<file path="src/rtl/servo_status_params.svh">
// named constants for the servo status and alarm encoder
`ifndef SERVO_STATUS_PARAMS_SVH
`define SERVO_STATUS_PARAMS_SVH

// alarm codes
`define CODE_NONE           5'h00
`define CODE_OVERLOAD       5'h01
`define CODE_PULSE_FREQ     5'h02
`define CODE_AMP_HEAT       5'h03
`define CODE_BRAKE_RES      5'h04
`define CODE_DEVIATION      5'h05
`define CODE_OVERCURRENT    5'h06
`define CODE_OVERSPEED      5'h07
`define CODE_OVERVOLT       5'h08
`define CODE_UNDERVOLT      5'h09
`define CODE_ENC_TROUBLE    5'h0A
`define CODE_INIT_ERR       5'h0B
`define CODE_CIRCUIT        5'h0C
`define CODE_MEMORY         5'h0D
`define CODE_FUSE           5'h0F
`define CODE_ENC_COMM       5'h10
`define CODE_MOTOR_MISMATCH 5'h11
`define CODE_BRAKE_TR_HEAT  5'h12
`define CODE_CTRL_INPUT     5'h13
`define CODE_ENC_HEAT       5'h14
`define CODE_ABS_LOST       5'h15
`define CODE_MULTITURN      5'h16
`define CODE_BATTERY        5'h17
`define CODE_LIFE           5'h18
`define CODE_ADDR_BCD       5'h19
`define CODE_ADDR_RANGE     5'h1A
`define CODE_CMD_REJECT     5'h1B
`define CODE_DATA_BCD       5'h1C
`define CODE_DATA_RANGE     5'h1D
`define CODE_NEG_SIGN       5'h1E

// register byte offsets
`define REG_CTRL            8'h00
`define REG_POS_LIMIT       8'h04
`define REG_NEG_LIMIT       8'h08
`define REG_DATA_MAX        8'h0C
`define REG_NUMBER_MAX      8'h10
`define REG_STATUS          8'h14

// control field positions and reset values
`define CTRL_SOFT_SEL_BIT   0
`define CTRL_ABS_BIT        1
`define SOFT_SEL_ON         1'b1
`define RST_CTRL            2'h0
`define RST_POS_LIMIT       32'h7FFFFFFF
`define RST_NEG_LIMIT       32'h80000000
`define RST_DATA_MAX        16'h9999
`define RST_NUMBER_MAX      12'h063

// idle level of the travel-ok, stop-released and servo-on pins held by the synchroniser in reset
`define PIN_LEVEL_OK        1'b1

`endif

</file>
<file path="src/rtl/servo_status_pkg.sv">
// types shared by the servo status and alarm encoder
package servo_status_pkg;

  localparam int NUM_ALARMS = 29;
  localparam int NUMBER_W = 12;
  localparam int VALUE_W = 16;

  // bit i of alarm is the alarm of priority rank i+1
  typedef struct packed {
    logic [NUM_ALARMS-1:0] alarm;
    logic pos_overtravel;
    logic neg_overtravel;
    logic home_switch;
    logic forced_stop_n;
    logic servo_on;
    logic battery_low;
    logic capacitor_life_over;
    logic fan_life_over;
  } pins_t;

  typedef struct packed {
    logic rw_command;
    logic start;
    logic negative;
    logic [NUMBER_W-1:0] number;
    logic [VALUE_W-1:0] value;
  } host_req_t;

  typedef struct packed {
    logic [4:0] alarm_code;
    logic data_error;
    logic address_error;
    logic pos_ot_detect;
    logic neg_ot_detect;
    logic home_switch_detect;
    logic forced_stop_detect;
    logic image_forced_stop;
    logic battery_warning;
    logic life_warning;
  } status_t;

endpackage

</file>
<file path="src/rtl/alarm_priority_encoder.sv">
// priority encoder from ranked alarm sources to a five-bit alarm code
`timescale 1ns/1ps
`default_nettype none
`include "servo_status_params.svh"

module alarm_priority_encoder
  import servo_status_pkg::*;
#(
  parameter int N = NUM_ALARMS
) (
  input wire logic [N-1:0] alarm_i,
  output logic any_o,
  output logic [4:0] code_o
);

  if (N != NUM_ALARMS) begin : g_bad_n
    $error("alarm_priority_encoder: table holds exactly NUM_ALARMS ranks");
  end

  // index is rank minus one
  function automatic logic [4:0] rank_code(input int idx);
    unique case (idx)
      0, 1: rank_code = `CODE_OVERCURRENT;
      2: rank_code = `CODE_OVERSPEED;
      3, 16: rank_code = `CODE_UNDERVOLT;
      4: rank_code = `CODE_OVERVOLT;
      5, 6: rank_code = `CODE_ENC_TROUBLE;
      7: rank_code = `CODE_CIRCUIT;
      8: rank_code = `CODE_MEMORY;
      9: rank_code = `CODE_FUSE;
      10: rank_code = `CODE_MOTOR_MISMATCH;
      11: rank_code = `CODE_BRAKE_TR_HEAT;
      12: rank_code = `CODE_ENC_COMM;
      13: rank_code = `CODE_CTRL_INPUT;
      14, 15: rank_code = `CODE_OVERLOAD;
      17, 18, 19: rank_code = `CODE_BRAKE_RES;
      20: rank_code = `CODE_DEVIATION;
      21: rank_code = `CODE_AMP_HEAT;
      22: rank_code = `CODE_ENC_HEAT;
      23, 24, 25: rank_code = `CODE_ABS_LOST;
      26: rank_code = `CODE_MULTITURN;
      27: rank_code = `CODE_INIT_ERR;
      28: rank_code = `CODE_PULSE_FREQ;
      default: rank_code = `CODE_NONE;
    endcase
  endfunction

  // walk from the worst rank upward so the best rank is written last
  always_comb begin
    code_o = `CODE_NONE;
    any_o = |alarm_i;
    for (int i = N - 1; i >= 0; i--) begin
      if (alarm_i[i]) begin
        code_o = rank_code(i); // [RULE8] [RULE9] [RULE10] [RULE12]
      end
    end
  end

endmodule // alarm_priority_encoder

`default_nettype wire

</file>
<file path="src/rtl/servo_status_alarm_encoder.sv">
// servo amplifier status flags and alarm code with a wishbone register port
// Overview of operation
// RULE1: data error rises when a host read or write carries an out-of-limit value.
// RULE2: data error clears once the host drops its read or overwrite command.
// RULE3: data error sits at a fixed process image position, no assignment needed.
// RULE4: address error on out-of-range number or negative sign at start or access.
// RULE5: address error exists only in the positioning variant, else held low.
// RULE6: five alarm code bits together identify the active alarm.
// RULE7: positioning variant presents all five code bits as one group.
// RULE8: code 00H none, 01H overload, 02H pulse frequency, 03H amplifier heat.
// RULE9: codes 04H to 0FH for braking, deviation, current, speed, voltage, encoder, memory.
// RULE10: codes 10H to 16H for encoder link, motor, transistor heat, input, absolute data.
// RULE11: warnings 17H, 18H; host transfer faults 19H to 1EH.
// RULE12: simultaneous alarms show the best ranked one; overcurrent first.
// RULE13: life warning is capacitor life or fan life exceeded.
// RULE14: over-travel detect outputs high while matching input is low.
// RULE15: software travel select at 1 permits motion only between the two limits.
// RULE16: home switch detect follows the home limit switch input.
// RULE17: forced stop detect high while the active-low forced stop input is low.
// RULE18: image forced stop on servo-on or forced stop low, or image stop bit set.
// RULE19: battery warning while battery low with absolute position system established.
// RULE20: all status and code outputs come from clocked registers.
// RULE21: after reset every status output is low and the code is 00H.
`timescale 1ns/1ps
`default_nettype none
`include "servo_status_params.svh"

module servo_status_alarm_encoder
  import servo_status_pkg::*;
#(
  parameter bit POSITIONING_VARIANT = 1'b1,
  parameter int POS_W = 32
) (
  input wire logic sys_clk_i,
  input wire logic resetn_i,
  input wire pins_t pins_i,
  input wire host_req_t host_req_i,
  input wire logic image_forced_stop_i,
  input wire logic signed [POS_W-1:0] position_i,
  input wire logic wb_cyc_i,
  input wire logic wb_stb_i,
  input wire logic wb_we_i,
  input wire logic [7:0] wb_adr_i,
  input wire logic [3:0] wb_sel_i,
  input wire logic [31:0] wb_dat_i,
  output logic [31:0] wb_dat_o,
  output logic wb_ack_o,
  output status_t status_o,
  output logic motion_permit_o
);

  if (POS_W < 2 || POS_W > 32) begin : g_bad_pos_w
    $error("servo_status_alarm_encoder: POS_W must lie in 2..32");
  end

  // reset release
  logic rst_meta_n;
  logic rst_n;
  always_ff @(posedge sys_clk_i or negedge resetn_i) begin
    if (!resetn_i) begin
      rst_meta_n <= 1'b0;
      rst_n <= 1'b0;
    end else begin
      rst_meta_n <= 1'b1;
      rst_n <= rst_meta_n;
    end
  end

  // pin synchronisers; the first stage feeds only the second
  // reset loads the idle levels, so no false over-travel or stop shows after release
  localparam pins_t PINS_IDLE = '{pos_overtravel: `PIN_LEVEL_OK,
                                  neg_overtravel: `PIN_LEVEL_OK,
                                  forced_stop_n: `PIN_LEVEL_OK,
                                  servo_on: `PIN_LEVEL_OK,
                                  default: '0};

  pins_t pins_meta;
  pins_t pins_s;
  always_ff @(posedge sys_clk_i or negedge rst_n) begin
    if (!rst_n) begin
      pins_meta <= PINS_IDLE;
      pins_s <= PINS_IDLE;
    end else begin
      pins_meta <= pins_i;
      pins_s <= pins_meta;
    end
  end

  function automatic logic bcd_ok(input logic [15:0] v);
    bcd_ok = 1'b1;
    for (int d = 0; d < 4; d++) begin
      if (v[d*4 +: 4] > 4'h9) begin
        bcd_ok = 1'b0;
      end
    end
  endfunction

  function automatic logic [31:0] merge_sel(input logic [31:0] old, input logic [31:0] nw,
                                            input logic [3:0] sel);
    for (int b = 0; b < 4; b++) begin
      merge_sel[b*8 +: 8] = sel[b] ? nw[b*8 +: 8] : old[b*8 +: 8];
    end
  endfunction

  // registers written by software
  logic [1:0] ctrl;
  logic [31:0] pos_limit;
  logic [31:0] neg_limit;
  logic [VALUE_W-1:0] data_max;
  logic [NUMBER_W-1:0] number_max;

  logic wb_req;
  logic wb_wr;
  assign wb_req = wb_cyc_i && wb_stb_i && !wb_ack_o;
  assign wb_wr = wb_req && wb_we_i;

  // one-cycle answer; the write lands on the edge that raises ack
  always_ff @(posedge sys_clk_i or negedge rst_n) begin
    if (!rst_n) begin
      wb_ack_o <= 1'b0;
    end else begin
      wb_ack_o <= wb_req;
    end
  end

  always_ff @(posedge sys_clk_i or negedge rst_n) begin
    if (!rst_n) begin
      ctrl <= `RST_CTRL;
      pos_limit <= `RST_POS_LIMIT;
      neg_limit <= `RST_NEG_LIMIT;
      data_max <= `RST_DATA_MAX;
      number_max <= `RST_NUMBER_MAX;
    end else if (wb_wr) begin
      unique case (wb_adr_i)
        `REG_CTRL: ctrl <= 2'(merge_sel(32'(ctrl), wb_dat_i, wb_sel_i));
        `REG_POS_LIMIT: pos_limit <= merge_sel(pos_limit, wb_dat_i, wb_sel_i);
        `REG_NEG_LIMIT: neg_limit <= merge_sel(neg_limit, wb_dat_i, wb_sel_i);
        `REG_DATA_MAX: data_max <= VALUE_W'(merge_sel(32'(data_max), wb_dat_i, wb_sel_i));
        `REG_NUMBER_MAX: number_max <= NUMBER_W'(merge_sel(32'(number_max), wb_dat_i, wb_sel_i));
        default: ;
      endcase
    end
  end

  // unmapped and status-write accesses are acknowledged; reads return zero
  always_ff @(posedge sys_clk_i or negedge rst_n) begin
    if (!rst_n) begin
      wb_dat_o <= '0;
    end else if (wb_req && !wb_we_i) begin
      unique case (wb_adr_i)
        `REG_CTRL: wb_dat_o <= 32'(ctrl);
        `REG_POS_LIMIT: wb_dat_o <= pos_limit;
        `REG_NEG_LIMIT: wb_dat_o <= neg_limit;
        `REG_DATA_MAX: wb_dat_o <= 32'(data_max);
        `REG_NUMBER_MAX: wb_dat_o <= 32'(number_max);
        `REG_STATUS: wb_dat_o <= 32'(status_o);
        default: wb_dat_o <= '0;
      endcase
    end
  end

  // host transfer checks; the host request comes from same-clock link logic
  logic data_bad;
  logic data_bcd_bad;
  logic reject;
  logic addr_access;
  logic addr_bcd_bad;
  logic addr_range_bad;
  logic addr_bad;
  logic data_error;
  logic address_error;
  logic [4:0] host_code;
  logic [4:0] next_host_code;

  assign data_bcd_bad = !bcd_ok(host_req_i.value);
  // a start arriving under a running read or overwrite is refused
  assign reject = host_req_i.rw_command && host_req_i.start;
  assign data_bad = host_req_i.rw_command &&
                    (data_bcd_bad || host_req_i.value > data_max || reject); // [RULE1]
  assign addr_access = host_req_i.rw_command || host_req_i.start;
  assign addr_bcd_bad = !bcd_ok(16'(host_req_i.number));
  assign addr_range_bad = host_req_i.number > number_max;
  assign addr_bad = addr_bcd_bad || addr_range_bad || host_req_i.negative; // [RULE4]

  // the error holds until the command drops; no clear races a set here
  always_ff @(posedge sys_clk_i or negedge rst_n) begin
    if (!rst_n) begin
      data_error <= 1'b0;
    end else begin
      data_error <= host_req_i.rw_command && (data_error || data_bad); // [RULE1] [RULE2]
    end
  end

  // re-evaluated on every access, so a correct number with no negative sign clears it
  always_ff @(posedge sys_clk_i or negedge rst_n) begin
    if (!rst_n) begin
      address_error <= 1'b0;
    end else if (!POSITIONING_VARIANT) begin
      address_error <= 1'b0; // [RULE5]
    end else if (addr_access) begin
      address_error <= addr_bad; // [RULE4]
    end
  end

  always_comb begin
    next_host_code = `CODE_NONE;
    if (addr_access && addr_bad && POSITIONING_VARIANT) begin
      if (host_req_i.negative) begin
        next_host_code = `CODE_NEG_SIGN; // [RULE11]
      end else if (addr_bcd_bad) begin
        next_host_code = `CODE_ADDR_BCD; // [RULE11]
      end else begin
        next_host_code = `CODE_ADDR_RANGE; // [RULE11]
      end
    end else if (data_bad) begin
      if (reject) begin
        next_host_code = `CODE_CMD_REJECT; // [RULE11]
      end else if (data_bcd_bad) begin
        next_host_code = `CODE_DATA_BCD; // [RULE11]
      end else begin
        next_host_code = `CODE_DATA_RANGE; // [RULE11]
      end
    end
  end

  // a fault keeps its code while its flag stands, unless a new faulty access replaces it
  always_ff @(posedge sys_clk_i or negedge rst_n) begin
    if (!rst_n) begin
      host_code <= `CODE_NONE;
    end else if (!(data_error || address_error) || host_code == `CODE_NONE ||
                 next_host_code != `CODE_NONE) begin
      host_code <= next_host_code;
    end else if (!host_req_i.rw_command && !address_error) begin
      host_code <= `CODE_NONE;
    end
  end

  // alarm code selection
  logic alarm_any;
  logic [4:0] alarm_code;
  logic battery_warn;
  logic life_warn;
  logic [4:0] next_code;

  alarm_priority_encoder #(
    .N(NUM_ALARMS)
  ) u_encoder (
    .alarm_i(pins_s.alarm),
    .any_o(alarm_any),
    .code_o(alarm_code)
  );

  assign battery_warn = ctrl[`CTRL_ABS_BIT] && pins_s.battery_low; // [RULE19]
  assign life_warn = pins_s.capacitor_life_over || pins_s.fan_life_over; // [RULE13]

  // alarms outrank host faults, which outrank the maintenance warnings
  always_comb begin
    if (alarm_any) begin
      next_code = alarm_code; // [RULE6] [RULE12]
    end else if (host_code != `CODE_NONE) begin
      next_code = host_code;
    end else if (battery_warn) begin
      next_code = `CODE_BATTERY; // [RULE11]
    end else if (life_warn) begin
      next_code = `CODE_LIFE; // [RULE11]
    end else begin
      next_code = `CODE_NONE; // [RULE8]
    end
  end

  // one register stage for the whole image, so the code never tears
  always_ff @(posedge sys_clk_i or negedge rst_n) begin
    if (!rst_n) begin
      status_o <= '0; // [RULE21]
    end else begin
      status_o.alarm_code <= next_code; // [RULE7] [RULE20]
      status_o.data_error <= data_error; // [RULE3]
      status_o.address_error <= address_error;
      status_o.pos_ot_detect <= !pins_s.pos_overtravel; // [RULE14]
      status_o.neg_ot_detect <= !pins_s.neg_overtravel; // [RULE14]
      status_o.home_switch_detect <= pins_s.home_switch; // [RULE16]
      status_o.forced_stop_detect <= !pins_s.forced_stop_n; // [RULE17]
      status_o.image_forced_stop <= !pins_s.servo_on || !pins_s.forced_stop_n ||
                                    image_forced_stop_i; // [RULE18]
      status_o.battery_warning <= battery_warn; // [RULE19]
      status_o.life_warning <= life_warn; // [RULE13]
    end
  end

  // software travel window, limits compared as signed positions
  logic signed [POS_W-1:0] pos_lim_s;
  logic signed [POS_W-1:0] neg_lim_s;
  assign pos_lim_s = POS_W'(pos_limit);
  assign neg_lim_s = POS_W'(neg_limit);

  always_ff @(posedge sys_clk_i or negedge rst_n) begin
    if (!rst_n) begin
      motion_permit_o <= 1'b0;
    end else if (ctrl[`CTRL_SOFT_SEL_BIT] == `SOFT_SEL_ON) begin
      motion_permit_o <= position_i <= pos_lim_s && position_i >= neg_lim_s; // [RULE15]
    end else begin
      motion_permit_o <= 1'b1;
    end
  end

  // checks on the host flags, the code and the status image
  chk_data_err_clear: assert property (@(posedge sys_clk_i) disable iff (!rst_n) // [RULE2]
    !host_req_i.rw_command |=> !data_error) else $error("data error outlived command");
  chk_data_err_set: assert property (@(posedge sys_clk_i) disable iff (!rst_n) // [RULE1]
    data_bad |=> data_error ##1 status_o.data_error) else $error("data error missed");
  chk_addr_err_set: assert property (@(posedge sys_clk_i) disable iff (!rst_n) // [RULE4]
    addr_access && host_req_i.negative |=> address_error == POSITIONING_VARIANT)
    else $error("address error wrong");
  chk_addr_absent: assert property (@(posedge sys_clk_i) disable iff (!rst_n) // [RULE5]
    !POSITIONING_VARIANT |-> !status_o.address_error) else $error("address error present");
  chk_code_alarm: assert property (@(posedge sys_clk_i) disable iff (!rst_n) // [RULE12]
    pins_s.alarm[0] |=> status_o.alarm_code == `CODE_OVERCURRENT)
    else $error("overcurrent not first");
  chk_code_idle: assert property (@(posedge sys_clk_i) disable iff (!rst_n) // [RULE8]
    !alarm_any && host_code == `CODE_NONE && !battery_warn && !life_warn
    |=> status_o.alarm_code == `CODE_NONE) else $error("code not idle");
  chk_code_battery: assert property (@(posedge sys_clk_i) disable iff (!rst_n) // [RULE11]
    !alarm_any && host_code == `CODE_NONE && battery_warn
    |=> status_o.alarm_code == `CODE_BATTERY) else $error("battery code missed");
  chk_ot_follow: assert property (@(posedge sys_clk_i) disable iff (!rst_n) // [RULE14]
    $fell(pins_s.pos_overtravel) |=> status_o.pos_ot_detect) else $error("ot detect late");
  chk_home_follow: assert property (@(posedge sys_clk_i) disable iff (!rst_n) // [RULE16]
    pins_s.home_switch |=> status_o.home_switch_detect) else $error("home detect missed");
  chk_stop_detect: assert property (@(posedge sys_clk_i) disable iff (!rst_n) // [RULE17]
    !pins_s.forced_stop_n |=> status_o.forced_stop_detect) else $error("stop detect missed");
  chk_forced_stop: assert property (@(posedge sys_clk_i) disable iff (!rst_n) // [RULE18]
    image_forced_stop_i |=> status_o.image_forced_stop) else $error("image stop missed");
  chk_battery_gate: assert property (@(posedge sys_clk_i) disable iff (!rst_n) // [RULE19]
    !ctrl[`CTRL_ABS_BIT] |=> !status_o.battery_warning) else $error("battery warn ungated");
  chk_life_or: assert property (@(posedge sys_clk_i) disable iff (!rst_n) // [RULE13]
    pins_s.fan_life_over |=> status_o.life_warning) else $error("life warn missed");
  chk_travel_block: assert property (@(posedge sys_clk_i) disable iff (!rst_n) // [RULE15]
    ctrl[`CTRL_SOFT_SEL_BIT] && position_i > pos_lim_s |=> !motion_permit_o)
    else $error("motion past limit");
  chk_reset_low: assert property (@(posedge sys_clk_i) // [RULE21]
    !rst_n |-> status_o == '0) else $error("status not clear in reset");

endmodule // servo_status_alarm_encoder

`default_nettype wire

</file>
<file path="config.mk">
export PLATFORM = sky130hd
export DESIGN_NAME = servo_status_alarm_encoder
export DESIGN_NICKNAME = d
export VERILOG_FILES = /design/src/rtl/servo_status_pkg.sv /design/src/rtl/alarm_priority_encoder.sv /design/src/rtl/servo_status_alarm_encoder.sv
export VERILOG_INCLUDE_DIRS = /design/src /design/src/rtl
export SDC_FILE = /design/constraint.sdc
export NUM_CORES = 1
export LEC_CHECK = 0
export BUFFER_PORTS_ARGS = -buffer_cell sky130_fd_sc_hd__buf_4
export CAP_MARGIN = 5
export CORE_AREA = 2 2 200 143
export DETAILED_ROUTE_END_ITERATION = 12
export DIE_AREA = 0 0 202 145
export GPL_TIMING_DRIVEN = 0
export PLACE_DENSITY = 0.62
export SETUP_SLACK_MARGIN = 0.3
export SLEW_MARGIN = 20
export SYNTH_ARGS = -nofsm -noshare
export SYNTH_HDL_FRONTEND = slang
export SYNTH_SLANG_ARGS = --single-unit
</file>
<file path="constraint.sdc">
create_clock -name sys_clk_i -period 7.88 [get_ports sys_clk_i]
set_input_delay 1.576 -clock sys_clk_i [delete_from_list [all_inputs] [get_ports sys_clk_i]]
set_output_delay 1.576 -clock sys_clk_i [all_outputs]
set_load 0.05 [all_outputs]
</file>
After elaboration in Yosys (flattened, before gate mapping). Index checks and enable logic that the tools add are counted. W data, S select, Z words.

Register bits after elaboration: 225. Output and inout port bits: 48. Word-level logic and storage cells: 168.

Order comparisons: 11. Equality and inequality tests: 5. Mux-type cells: 50. Reduce and logical (&&, ||, !) cells: 53.

Operators by type and width (number): $pmux W32 S6 (1); $mux W5 (37); $reduce_and A3 Y1 (13); $ge A32 B32 Y1 (1); $le A32 B32 Y1 (1); $reduce_or A29 Y1 (1); $gt A4 B4 Y1 const B (7); $eq A8 B4 Y1 const B (2); $eq A8 B5 Y1 const B (2); $gt A16 B16 Y1 (1); $gt A12 B12 Y1 (1); $logic_or A1 B1 Y1 (12); $logic_and A1 B1 Y1 (11); $logic_not A1 Y1 (11); $reduce_bool A5 Y1 (2); $mux W1 (9); $eq A8 B3 Y1 const B (1); $logic_not A8 Y1 (1); $logic_not A5 Y1 (1); $mux W2 (2); $mux W4 (1); $reduce_bool A2 Y1 (1).

Longest topological paths before layout. Gate-level depths: netlist (run 1).

Word-level depth: 30. Gate-level depth with buffers: 9. Depth with buffers taken out: 9.

By module. From an unflattened synthesis (run 1), not the netlist that was laid out.

Cell total of the unflattened synthesis: 967. Area total of the unflattened synthesis: 11129.4 sq um.

Modules (own cells, without submodules): servo_status_alarm_encoder (instances 1, cells each 916, area an instance 10784.1 sq um); alarm_priority_encoder (instances 1, cells each 51, area an instance 345.3 sq um).

Worst setup path after synthesis (run 1). No wires, ideal clock.

Path type: input to register. Start: in host_req_i[17] (netlist bit). End: reg host_code[0]. Setup time: 0.082 ns. Arrival: 3.560 ns. Data required time: 7.798 ns. Setup slack: 4.238 ns. Stages on the path: 8. Path buffers: 0. Path through: ha_1 > nor2b_1 > o211ai_1 > a21oi_1 > or3_1 > a311oi_2 > or4b_1 > a31oi_1.

Word-level cells in the longest chain between the ends: 12. Elaborated cells on any way between the ends: 16.

Ends and longest elaborated chain: start, declared (line servo_status_alarm_encoder.sv:37) `input wire host_req_t host_req_i,`; $gt A4 B4 Y1 (line servo_status_alarm_encoder.sv:92) `if (v[d*4 +: 4] > 4'h9) begin`; $mux W1 (3 in series) (line servo_status_alarm_encoder.sv:92); $logic_not A1 Y1 (line servo_status_alarm_encoder.sv:181) `assign addr_bcd_bad = !bcd_ok(16'(host_req_i.number));`; $logic_or A1 B1 Y1 (2 in series) (line servo_status_alarm_encoder.sv:183) `assign addr_bad = addr_bcd_bad || addr_range_bad || host_req_i.negative;`; $logic_and A1 B1 Y1 (line servo_status_alarm_encoder.sv:207) `if (addr_access && addr_bad && POSITIONING_VARIANT) begin`; $mux W5 (*) (line servo_status_alarm_encoder.sv:207); $reduce_bool A5 Y1 (no source line); $logic_or A1 B1 Y1 (no source line); $mux W5 or $reduce_bool A2 Y1 (tied branches); end signal, assigned (line servo_status_alarm_encoder.sv:229) `` host_code <= `CODE_NONE; ``; end signal, assigned (line servo_status_alarm_encoder.sv:232) `host_code <= next_host_code;`; end signal, assigned (line servo_status_alarm_encoder.sv:234) `` host_code <= `CODE_NONE; ``; end, declared (line servo_status_alarm_encoder.sv:172) `logic [4:0] host_code;`.

Mark *: on every way between the ends. The rest lies on a longest branch, timed or not. A chain may end at the register's enable or synchronous reset.

Worst setup path in the final report (run 1).
Start: in wb_adr_i[7]. End: reg number_max[6].

Word-level cells in the longest chain between the ends: 2.

Ends and longest elaborated chain: start, declared (line servo_status_alarm_encoder.sv:43) `input wire logic [7:0] wb_adr_i,`; $eq A8 B5 Y1 (line servo_status_alarm_encoder.sv:134) `unique case (wb_adr_i)`; $reduce_and A3 Y1 (no source line); end signal, assigned (line servo_status_alarm_encoder.sv:132) `` number_max <= `RST_NUMBER_MAX; ``; end signal, assigned (line servo_status_alarm_encoder.sv:139) `` `REG_NUMBER_MAX: number_max <= NUMBER_W'(merge_sel(32'(number_max), wb_dat_i, wb_sel_i)); ``; end, declared (line servo_status_alarm_encoder.sv:110) `logic [NUMBER_W-1:0] number_max;`.

Every way passes these cells.

==> results.yml, run 1 <==
final_layout:
  final_cell_mix: "197 x buf_4, 171 x dfrtp_1, 120 x nand2_1"
  syn2layout_area_growth_pct: 26.5
  finalNetCount: 1468
  regArea_mm2: 0.00567
  fin_cells: 1616
  multi_input_area_mm2: 0.00457
  layout_commonest_cell: "buf_4"
  drive_gt1_share_pct: 30.0
  fillerInstances: 2480
synthesis:
  synth_top_area_share_pct: 40.0
  synthCells: 1000
  synthArstFlopShare_pct: 100
  synth-edff-count: 0
  synth_ff_type: "dfrtp_1"
  syn_area_mm2: 0.0108
  synth-seq-cells: 224
  yosysTopAreaCell: "dfrtp_1"
  post_synth.cell_area_avg_um2: 10.8
  synth-seq-area-share_pct: 52.7
  ys_warn_count: 0
  synthTopCellsByArea: "dfrtp_1 40%, dfstp_2 13%, ha_1 11%"
  ys_types: 60
  synth_nets: 1242
clocking:
  cts-hold-fix-buffers: 0
  cts_buffer_depth: 3
  clkSinkCount: 224
  clock-root-buffer: "clkbuf_16"
  cts-buffers-inserted: 24
  ctsResizeCount: 0
  clk-insertion-delay-late_ns: 0.53
  cts_max_level: 1
  tritoncts: "yes"
  clk_pin_slew_ns: 0.07
  cts_setup_buffers: 0
placement:
  gp_congestion: 0.889
  dp_hpwl_um: 24100
  dp.cells: 1571
  dp_slack_ns: 3.74
  io_buffers: 196
timing:
  slew_violations: 0
  worst_pin_slew_ns: 0.921
  rsz0062_at_grt: "no"
  worst_hold_slack_ns: 0.340
  skew_ns: 0.0224
  relSlewSlack_pct: 38.1
  finalSetupViolations: 0
  fin_crit_ns: 3.64
  setup_ws_ns: 4.24
  hold_viol: 0
  finalCritPeriodShare_pct: 46.2
  fin_setup_tns_ns: 0
  clock.fmax_ghz: 0.275
setup_path:
  crit_type: "in -> reg"
  cp_max_fo: 10
  crit_chain: "buf_4 > or4_4 > nor2_1 > nand3b_1 > nor3_1 > clkbuf_1 > nand2_1 > o21ai_0"
  cp_num_buf_inv: 2
  cp-start-kind: "input pin"
  critPathCaptureType: "flip-flop"
  worstReg2RegStart: "number_max[1]$_DFFE_PN1P_"
  crit_start: "wb_adr_i[7]"
  cp_slowest_cell: "nor3_1"
  cpPeakStageDelay_ns: 0.77
  cp.required_ns: 8.33
  arrival_ns: 4.09
  cp_top_family: "simple AND/OR/NAND/NOR gates"
hold_path:
  worstHoldStart: "pins_meta[36]$_DFF_PN0_"
  hold_class: "reg -> reg"
grt:
  grt_pass1_vias: 8462
  grt_max_degree: 54
  grt_pass1_wl_um: 48300
  overflow: 0
  antenna_found_initial: 1
  grt.total_usage_pct: 21.2
pwr:
  finalPower_mw: 2.59
  switching_power_mw: 0.616
  clkPwrFrac_pct: 45.2
  pwr-share-seq_pct: 46.6
  p_leak_nw: 6.43
  p_sw_share_pct: 23.8
  combPwrFrac_pct: 8.2
  power_density_mw_per_mm2: 190
  p_int_mw: 1.98
  ir_drop_v: 0.000159
floorplan:
  fp.dieW_um: 202
  rows: 51
  start_util_pct: 39.3
  core_mm2: 0.0274
  die-height_um: 145
  io_pins: 198
  die_area_mm2: 0.0293
route:
  drtAntennaViolNets: 0
  dr.pass1.iters: 5
  drc: 0
  wirelength_um: 30800
  drtIter0Drc: 542
  via_per_inst: 5.20
  route.vias.total: 8403
  wire_per_inst_um: 19.0
run:
  cap_violations: 0
outcome:
  status: "finished, final reports clean"
## synth_stat cells (all sizes together) (2+ instances only)
cell	instances
a32o	2
o22ai	4
a211oi	5
nand3b	4
a31oi	8
nor2	24
o21ai	111
nand2b	6
nor2b	7
o2111ai	2
a21o	3
dfrtp	172
nand4	19
and3	6
nand3	11
o211ai	7
mux2i	17
ha	92
o21a	2
nor3	16
a21oi	41
a311oi	3
or2	3
o31ai	2
nor3b	2
mux2	52
a221oi	16
nand2	120
or4	5
a22oi	20
nor4	7
o21bai	2
clkbuf	13
a2bb2oi	2
o32ai	2
a21boi	2
buf	17
and4	2
or3	4
dfstp	52
inv	104
## kinds of logic after synthesis
family,share of synthesized area [%]
DFF,52.7
other,0.0348
and+or+nand+nor,11.0
muxes,7.02
buffers and inverters,4.92
AOI/OAI and AO/OA,13.6
adders and majority gates,10.8
## metal layers
layer | track usage (%) | part of all wire (%) | vias up
li1 | - | - | 4017
met1 | 31.6 | 48 | 4073
met2 | 31.1 | 43 | 276
met3 | 5.35 | 6.8 | 37
met4 | 4.63 | 2.1 | 0
met5 | 0 | 0 | -
## area by class of cell
class	count	area share (%)
clock inverter	11	0.891
timing repair buffer	200	11.4
clock buffer	33	5.18
multi-input combinational	642	33.5
tap	371	3.41
buffer	30	1.02
antenna	1	0.0184
sequential	224	41.7
inverter	104	2.87
## path summary, 6_finish.rpt
kind | endpoint | slack, ns | cells after the start
setup reg to reg | host_code[0]$_DFFE_PN0P_ | 4.88 | 9
hold reg to reg | pins_s[36]$_DFF_PN0_ | 0.34 | 0
hold / removal | pins_s[36]$_DFF_PN0_ | 0.34 | 0
setup / recovery | number_max[6]$_DFFE_PN1P_ | 4.24 | 8
max in group asynchronous | pos_lim_s[22]$_DFFE_PN1P_ | 6.15 | 3
min in group asynchronous | pins_meta[0]$_DFF_PN0_ | 0.39 | 0
## state kept, by name (all words and copies together) (netlist names)
name	flops
data_max	16
address_error	1
data_error	1
rst_n	1
rst_meta_n	1
ctrl	2
neg_lim_s	32
number_max	12
motion_permit_o	1
pins_meta	37
host_code	4
pos_lim_s	32
wb_dat_o	32
status_o	14
pins_s	37
wb_ack_o	1
## stage by stage
stage | cell area (µm²) | util, %
after floorplan | 10800 | -
after global placement | 12700 | 46.4
after detailed placement | 12800 | 46.7
after CTS | 13600 | 49.8
after global routing | 13600 | 49.8
final | 13600 | 49.8
## worst reg2reg max path, cell delays in order, from the launching register on
cell and delay [ns]:
dfstp_2 0.53, inv_1 0.06, ha_1 0.28, nor2b_1 0.13, o211ai_1 0.16, a21oi_1 0.08
or3_1 0.37, a311oi_2 0.58, or4b_1 0.52, a31oi_1 0.18
## power by group through the flow
| stage | combinational (mW) | clock [mW] | sequential [mW] |
|---|---|---|---|
| after floorplan | 0.0737 | 0 | 1.24 |
| after global placement | 0.186 | 0 | 1.25 |
| after detailed placement | 0.212 | 0 | 1.23 |
| after CTS | 0.213 | 1.20 | 1.21 |
| after global routing | 0.235 | 1.25 | 1.21 |
| final | 0.212 | 1.17 | 1.21 |
Power figures use the tool's default switching activity.
==> inputs of run 2 (changes only) <==
==> constraint.sdc (replaced) <==
create_clock -name sys_clk_i -period 3.5 [get_ports sys_clk_i]
set_input_delay 0.7 -clock sys_clk_i [delete_from_list [all_inputs] [get_ports sys_clk_i]]
set_output_delay 0.7 -clock sys_clk_i [all_outputs]
set_load 0.05 [all_outputs]
==> run 2 against run 1 <==
Die area did not move. Clock skew fell by 0.011 ns. Core utilization rose by 0.48 points. Critical path depth rose by 1. Wire length rose by 0.18%. Sequential share of layout area fell by 0.39 points. Largest power group is now clock. Via count fell by 0.43%.
==> results.yml, run 2 (synthesized netlist as in run 1, its figures left out) <==
pwr:
  finalPower_mw: 6.10
  power_density_mw_per_mm2: 443
  ir_drop_v: 0.000370
  p_leak_nw: 6.50
clocking:
  clock-root-buffer: "clkbuf_16"
  cts-hold-fix-buffers: 1
  clk-insertion-delay-late_ns: 0.55
  clkSinkCount: 224
  cts-buffers-inserted: 25
  cts_buffer_depth: 3
  clk_pin_slew_ns: 0.06
  cts_max_level: 1
  tritoncts: "yes"
  ctsResizeCount: 0
  cts_setup_buffers: 0
final_layout:
  finalNetCount: 1470
  drive_gt1_share_pct: 30.2
  biggestRegsByFlops: "pins_meta x37, pins_s x37"
  fillerInstances: 2544
  layout_commonest_cell: "buf_4"
  final_cell_mix: "197 x buf_4, 171 x dfrtp_1, 120 x nand2_1"
  syn2layout_area_growth_pct: 27.7
floorplan:
  die-height_um: 145
  rows: 51
  start_util_pct: 39.3
  die_area_mm2: 0.0293
  fp.dieW_um: 202
  core_mm2: 0.0274
  io_pins: 198
placement:
  dp_hpwl_um: 24200
  io_buffers: 196
  gp_congestion: 0.923
timing:
  relSlewSlack_pct: 40.8
  worst_pin_slew_ns: 0.882
  clock.fmax_ghz: 0.342
  fin_crit_ns: 2.92
  slew_violations: 0
  finalSetupViolations: 0
  hold_viol: 0
  finalCritPeriodShare_pct: 83.5
  rsz0062_at_grt: "no"
  fin_setup_tns_ns: 0
  skew_ns: 0.0118
outcome:
  status: "finished, final reports clean"
route:
  drc: 0
  wirelength_um: 30800
  drtAntennaViolNets: 0
  wire_per_inst_um: 19.0
  via_per_inst: 5.16
  dr.pass1.iters: 5
  route.vias.total: 8367
  drtIter0Drc: 470
grt:
  grt.total_usage_pct: 21.4
  grt_pass1_wl_um: 48200
  grtUsageMet3_pct: 5.21
  antenna_found_initial: 3
  grt_util_met2_pct: 31.1
  use_met1_pct: 31.9
  grt_max_degree: 56
  overflow: 0
  grt_pass1_vias: 8344
  top_usage_layer: "met1"
setup_path:
  r2r_end: "host_code[0]$_DFFE_PN0P_"
  r2r_cells: 9
  arrival_ns: 3.40
  cp_max_fo: 8
  worstReg2RegStart: "number_max[1]$_DFFE_PN1P_"
  cp-start-kind: "flip-flop"
  crit_type: "reg -> reg"
  cp.required_ns: 3.97
  reg2reg_slack_ns: 0.58
  critPathCaptureType: "flip-flop"
run:
  cap_violations: 0
hold_path:
  hold_class: "reg -> async"
[run 2: cell count changes in the layout (fill, tap and decap cells not counted), sizes merged]
cell,change
bufinv,+2
clkinv,+3
dlygate4sd3,+1
clkinvlp,-4
inv,+1
diode,+2
[run 2: critical path: stages (launching register included)]
cell      delay (ns)
dfstp_2         0.54
inv_1           0.05
ha_1            0.29
nor2b_1         0.14
o211ai_1        0.15
a21oi_1         0.09
or3_1           0.36
a311oi_2        0.57
or4b_1          0.49
a31oi_1         0.16
[run 2: stage by stage]
step                      std cells  cell area [µm²]  setup slack, ns  utilization [%]  hold WS (ns)
after floorplan                1000            10800            0.734                -         0.331
after global placement         1567            12700            0.169             46.4         0.334
after detailed placement       1571            12800            0.199             46.8         0.218
after CTS                      1618            13700            0.616             50.2         0.221
after global routing           1619            13700            0.487             50.2         0.224
final                          1621            13800            0.576             50.2         0.209
[run 2: report_power, final]
group | switching, mW | internal [mW]
Sequential | 0.0466 | 2.67
Clock | 1.13 | 1.77
Combinational | 0.264 | 0.223
[run 2: per-layer routing]
layer	wire length, µm	up-vias
met1	15000	4084
met4	607	0
li1	-	4016
met2	13200	236
met5	0	-
met3	2020	31
[run 2: cell type report]
| class | instances | area, µm² | share of cell area [%] |
|---|---|---|---|
| Antenna cell | 3 | 7.51 | 0.0546 |
| Buffer | 30 | 139 | 1.01 |
| Clock buffer | 33 | 726 | 5.28 |
| Clock inverter | 13 | 194 | 1.41 |
| Inverter | 104 | 390 | 2.84 |
| Multi-Input combinational cell | 642 | 4570 | 33.2 |
| Sequential cell | 224 | 5670 | 41.3 |
| Tap cell | 371 | 464 | 3.38 |
| Timing Repair Buffer | 201 | 1590 | 11.6 |
[run 2: worst max path at each step]
stage | from | slack (ns) | end | cells past startpoint
2_1_floorplan | host_req_i[17] | 0.73 | host_code[0]$_DFFE_PN0P_ | 8
3_3_place_gp | wb_adr_i[7] | 0.17 | wb_dat_o[29]$_DFFE_PN0P_ | 8
3_5_place_dp | wb_adr_i[7] | 0.20 | wb_dat_o[29]$_DFFE_PN0P_ | 8
4_1_cts | number_max[1]$_DFFE_PN1P_ | 0.62 | host_code[0]$_DFFE_PN0P_ | 9
5_1_grt | number_max[1]$_DFFE_PN1P_ | 0.49 | host_code[0]$_DFFE_PN0P_ | 9
6_report | number_max[1]$_DFFE_PN1P_ | 0.58 | host_code[0]$_DFFE_PN0P_ | 9
==> inputs of run 3 (changes only) <==
--- a/config.mk
+++ b/config.mk
@@ -12,7 +12,7 @@
 export DETAILED_ROUTE_END_ITERATION = 12
 export DIE_AREA = 0 0 202 145
 export GPL_TIMING_DRIVEN = 0
-export PLACE_DENSITY = 0.62
+export PLACE_DENSITY = 0.64
 export SETUP_SLACK_MARGIN = 0.3
 export SLEW_MARGIN = 20
 export SYNTH_ARGS = -nofsm -noshare
==> constraint.sdc (replaced) <==
create_clock -name sys_clk_i -period 2.4 [get_ports sys_clk_i]
set_input_delay 0.48 -clock sys_clk_i [delete_from_list [all_inputs] [get_ports sys_clk_i]]
set_output_delay 0.48 -clock sys_clk_i [all_outputs]
set_load 0.05 [all_outputs]
==> run 3 against run 2 <==
The flow now finishes with violations (negative setup slack). Via count grew 3.3%. Largest cell class unchanged. Final area grew 7.0%. Core utilization grew 3.5 points. First-iteration DRC count shrank 1.7%.
==> results.yml, run 3 (synthesized netlist as in run 1, its figures left out) <==
floorplan:
  fp.dieW_um: 202
  io_pins: 198
  start_util_pct: 39.3
  rows: 51
  core_mm2: 0.0274
  die-height_um: 145
  die_area_mm2: 0.0293
setup_path:
  arrival_ns: 2.97
  crit_chain: "inv_2 > ha_4 > nor2b_4 > o211ai_1 > a21oi_1 > or3_4 > a311oi_4 > or4b_1 > a31oi_1"
  cp_top_family: "simple AND/OR/NAND/NOR gates"
  cp-start-kind: "flip-flop"
  cp_max_fo: 2
  cp_num_buf_inv: 1
  crit_type: "reg -> reg"
  critPathCaptureType: "flip-flop"
  cpPeakStageDelay_ns: 0.55
  cp.required_ns: 2.85
  cp_slowest_cell: "dfstp_2"
final_layout:
  final_cell_mix: "208 x buf_4, 171 x dfrtp_1, 109 x nand2_1"
  syn2layout_area_growth_pct: 36.7
  drive_gt1_share_pct: 38.1
  final_core_util_pct: 53.8
  biggestRegsByFlops: "pins_meta x37, pins_s x37"
  finalNetCount: 1496
  fin_area_mm2: 0.0147
  layout_commonest_cell: "buf_4"
  diodes: 0
run:
  cap_violations: 0
clocking:
  clkSinkCount: 224
  tritoncts: "yes"
  cts-buffers-inserted: 24
  cts_max_level: 1
  clock-root-buffer: "clkbuf_16"
  clk-insertion-delay-late_ns: 0.55
  clk_pin_slew_ns: 0.06
  cts_buffer_depth: 3
grt:
  use_met1_pct: 32.8
  grt_pass1_vias: 8456
  grt_pass1_wl_um: 48800
  antenna_found_initial: 0
  grt_util_met2_pct: 30.9
  overflow: 0
  grtUsageMet3_pct: 4.60
  grt.total_usage_pct: 21.6
  grt_max_degree: 56
  top_usage_layer: "met1"
route:
  drc: 0
  drtIter0Drc: 462
  wire_per_inst_um: 19.4
  route.vias.total: 8642
  drtAntennaViolNets: 0
  via_per_inst: 5.26
  dr.pass1.iters: 5
  wirelength_um: 32000
outcome:
  status: "complete, but fails checks"
  violations: "negative setup slack"
timing:
  finalSetupViolations: 1
  worst_pin_slew_ns: 0.747
  skew_ns: 0.0210
  finalCritPeriodShare_pct: 105
  worst_hold_slack_ns: 0.0422
  clock.fmax_ghz: 0.397
  slew_violations: 0
  hold_viol: 0
  rsz0062_at_grt: "yes"
  setup_ws_ns: -0.118
  fin_crit_ns: 2.52
  fin_setup_tns_ns: -0.118
  relSlewSlack_pct: 50.2
pwr:
  p_leak_nw: 6.83
  power_density_mw_per_mm2: 592
  ir_drop_v: 0.000603
placement:
  dp_slack_ns: -0.548
  dpl_cell_area_mm2: 0.0130
  gp_congestion: 0.847
  io_buffers: 196
  dp_hpwl_um: 24000
hold_path:
  hold_class: "in -> reg"
run 3: changes by cell type in the layout (fill, tap and decap cells not counted), sizes merged:
cell / delta
clkinvlp: -1
inv: -1
clkinv: +1
buf: +24
diode: -3
clkbuf: +2
run 3: power by group:
group / leakage (nW) / internal (mW) / switching [mW]
logic: 3.73 / 0.351 / 0.415
clock network: 0.420 / 2.40 / 1.58
registers: 2.68 / 3.89 / 0.0738
total: 6.83 / 6.64 / 2.07
run 3: worst paths after layout:
kind                            cells after the start                 startpoint                       end  slack (ns)
worst max-delay path                                9  number_max[1]$_DFFE_PN1P_  host_code[0]$_DFFE_PN0P_       -0.12
worst min-delay path                                1                 pins_i[13]   pins_meta[13]$_DFF_PN0_        0.04
worst max register to register                      9  number_max[1]$_DFFE_PN1P_  host_code[0]$_DFFE_PN0P_       -0.12
worst min register to register                      0            rst_n$_DFF_PN0_   pins_meta[20]$_DFF_PN0_        0.25
max in group asynchronous                           3            rst_n$_DFF_PN0_  pos_lim_s[6]$_DFFE_PN1P_        0.87
min in group asynchronous                           0            rst_n$_DFF_PN0_   pins_meta[20]$_DFF_PN0_        0.25
run 3: area by class of cell:
type	instances	area (µm²)
flip-flops and latches	224	5670
fillers	2416	12700
plain buffers	30	294
clock buffers	32	671
inverters	104	390
repair buffers	228	1900
well taps	371	464
clock inverters	12	175
multi-input cells	642	5150
run 3: repair_timing:
action	4_1_cts	5_1_grt
pin swaps	21	31
buffers inserted	17	8
resized for setup	29	103
hold buffers	1	0
cloned	0	2
setup endpoints to repair	97	79
endpoints found under the hold margin	2	0
run 3: layer usage:
| metal | routed length [µm] | up-vias | part of all wire (%) |
|---|---|---|---|
| li1 | - | 4074 | - |
| met1 | 15500 | 4250 | 49 |
| met2 | 13500 | 273 | 42 |
| met3 | 2150 | 45 | 6.7 |
| met4 | 773 | 0 | 2.4 |
| met5 | 0 | - | 0 |
run 3: stage by stage:
stage	instances	total power [mW]
2_1_floorplan	1000	4.34
3_3_place_gp	1567	4.71
3_5_place_dp	1571	4.75
4_1_cts	1633	8.77
5_1_grt	1643	9.06
6_report	1643	8.71
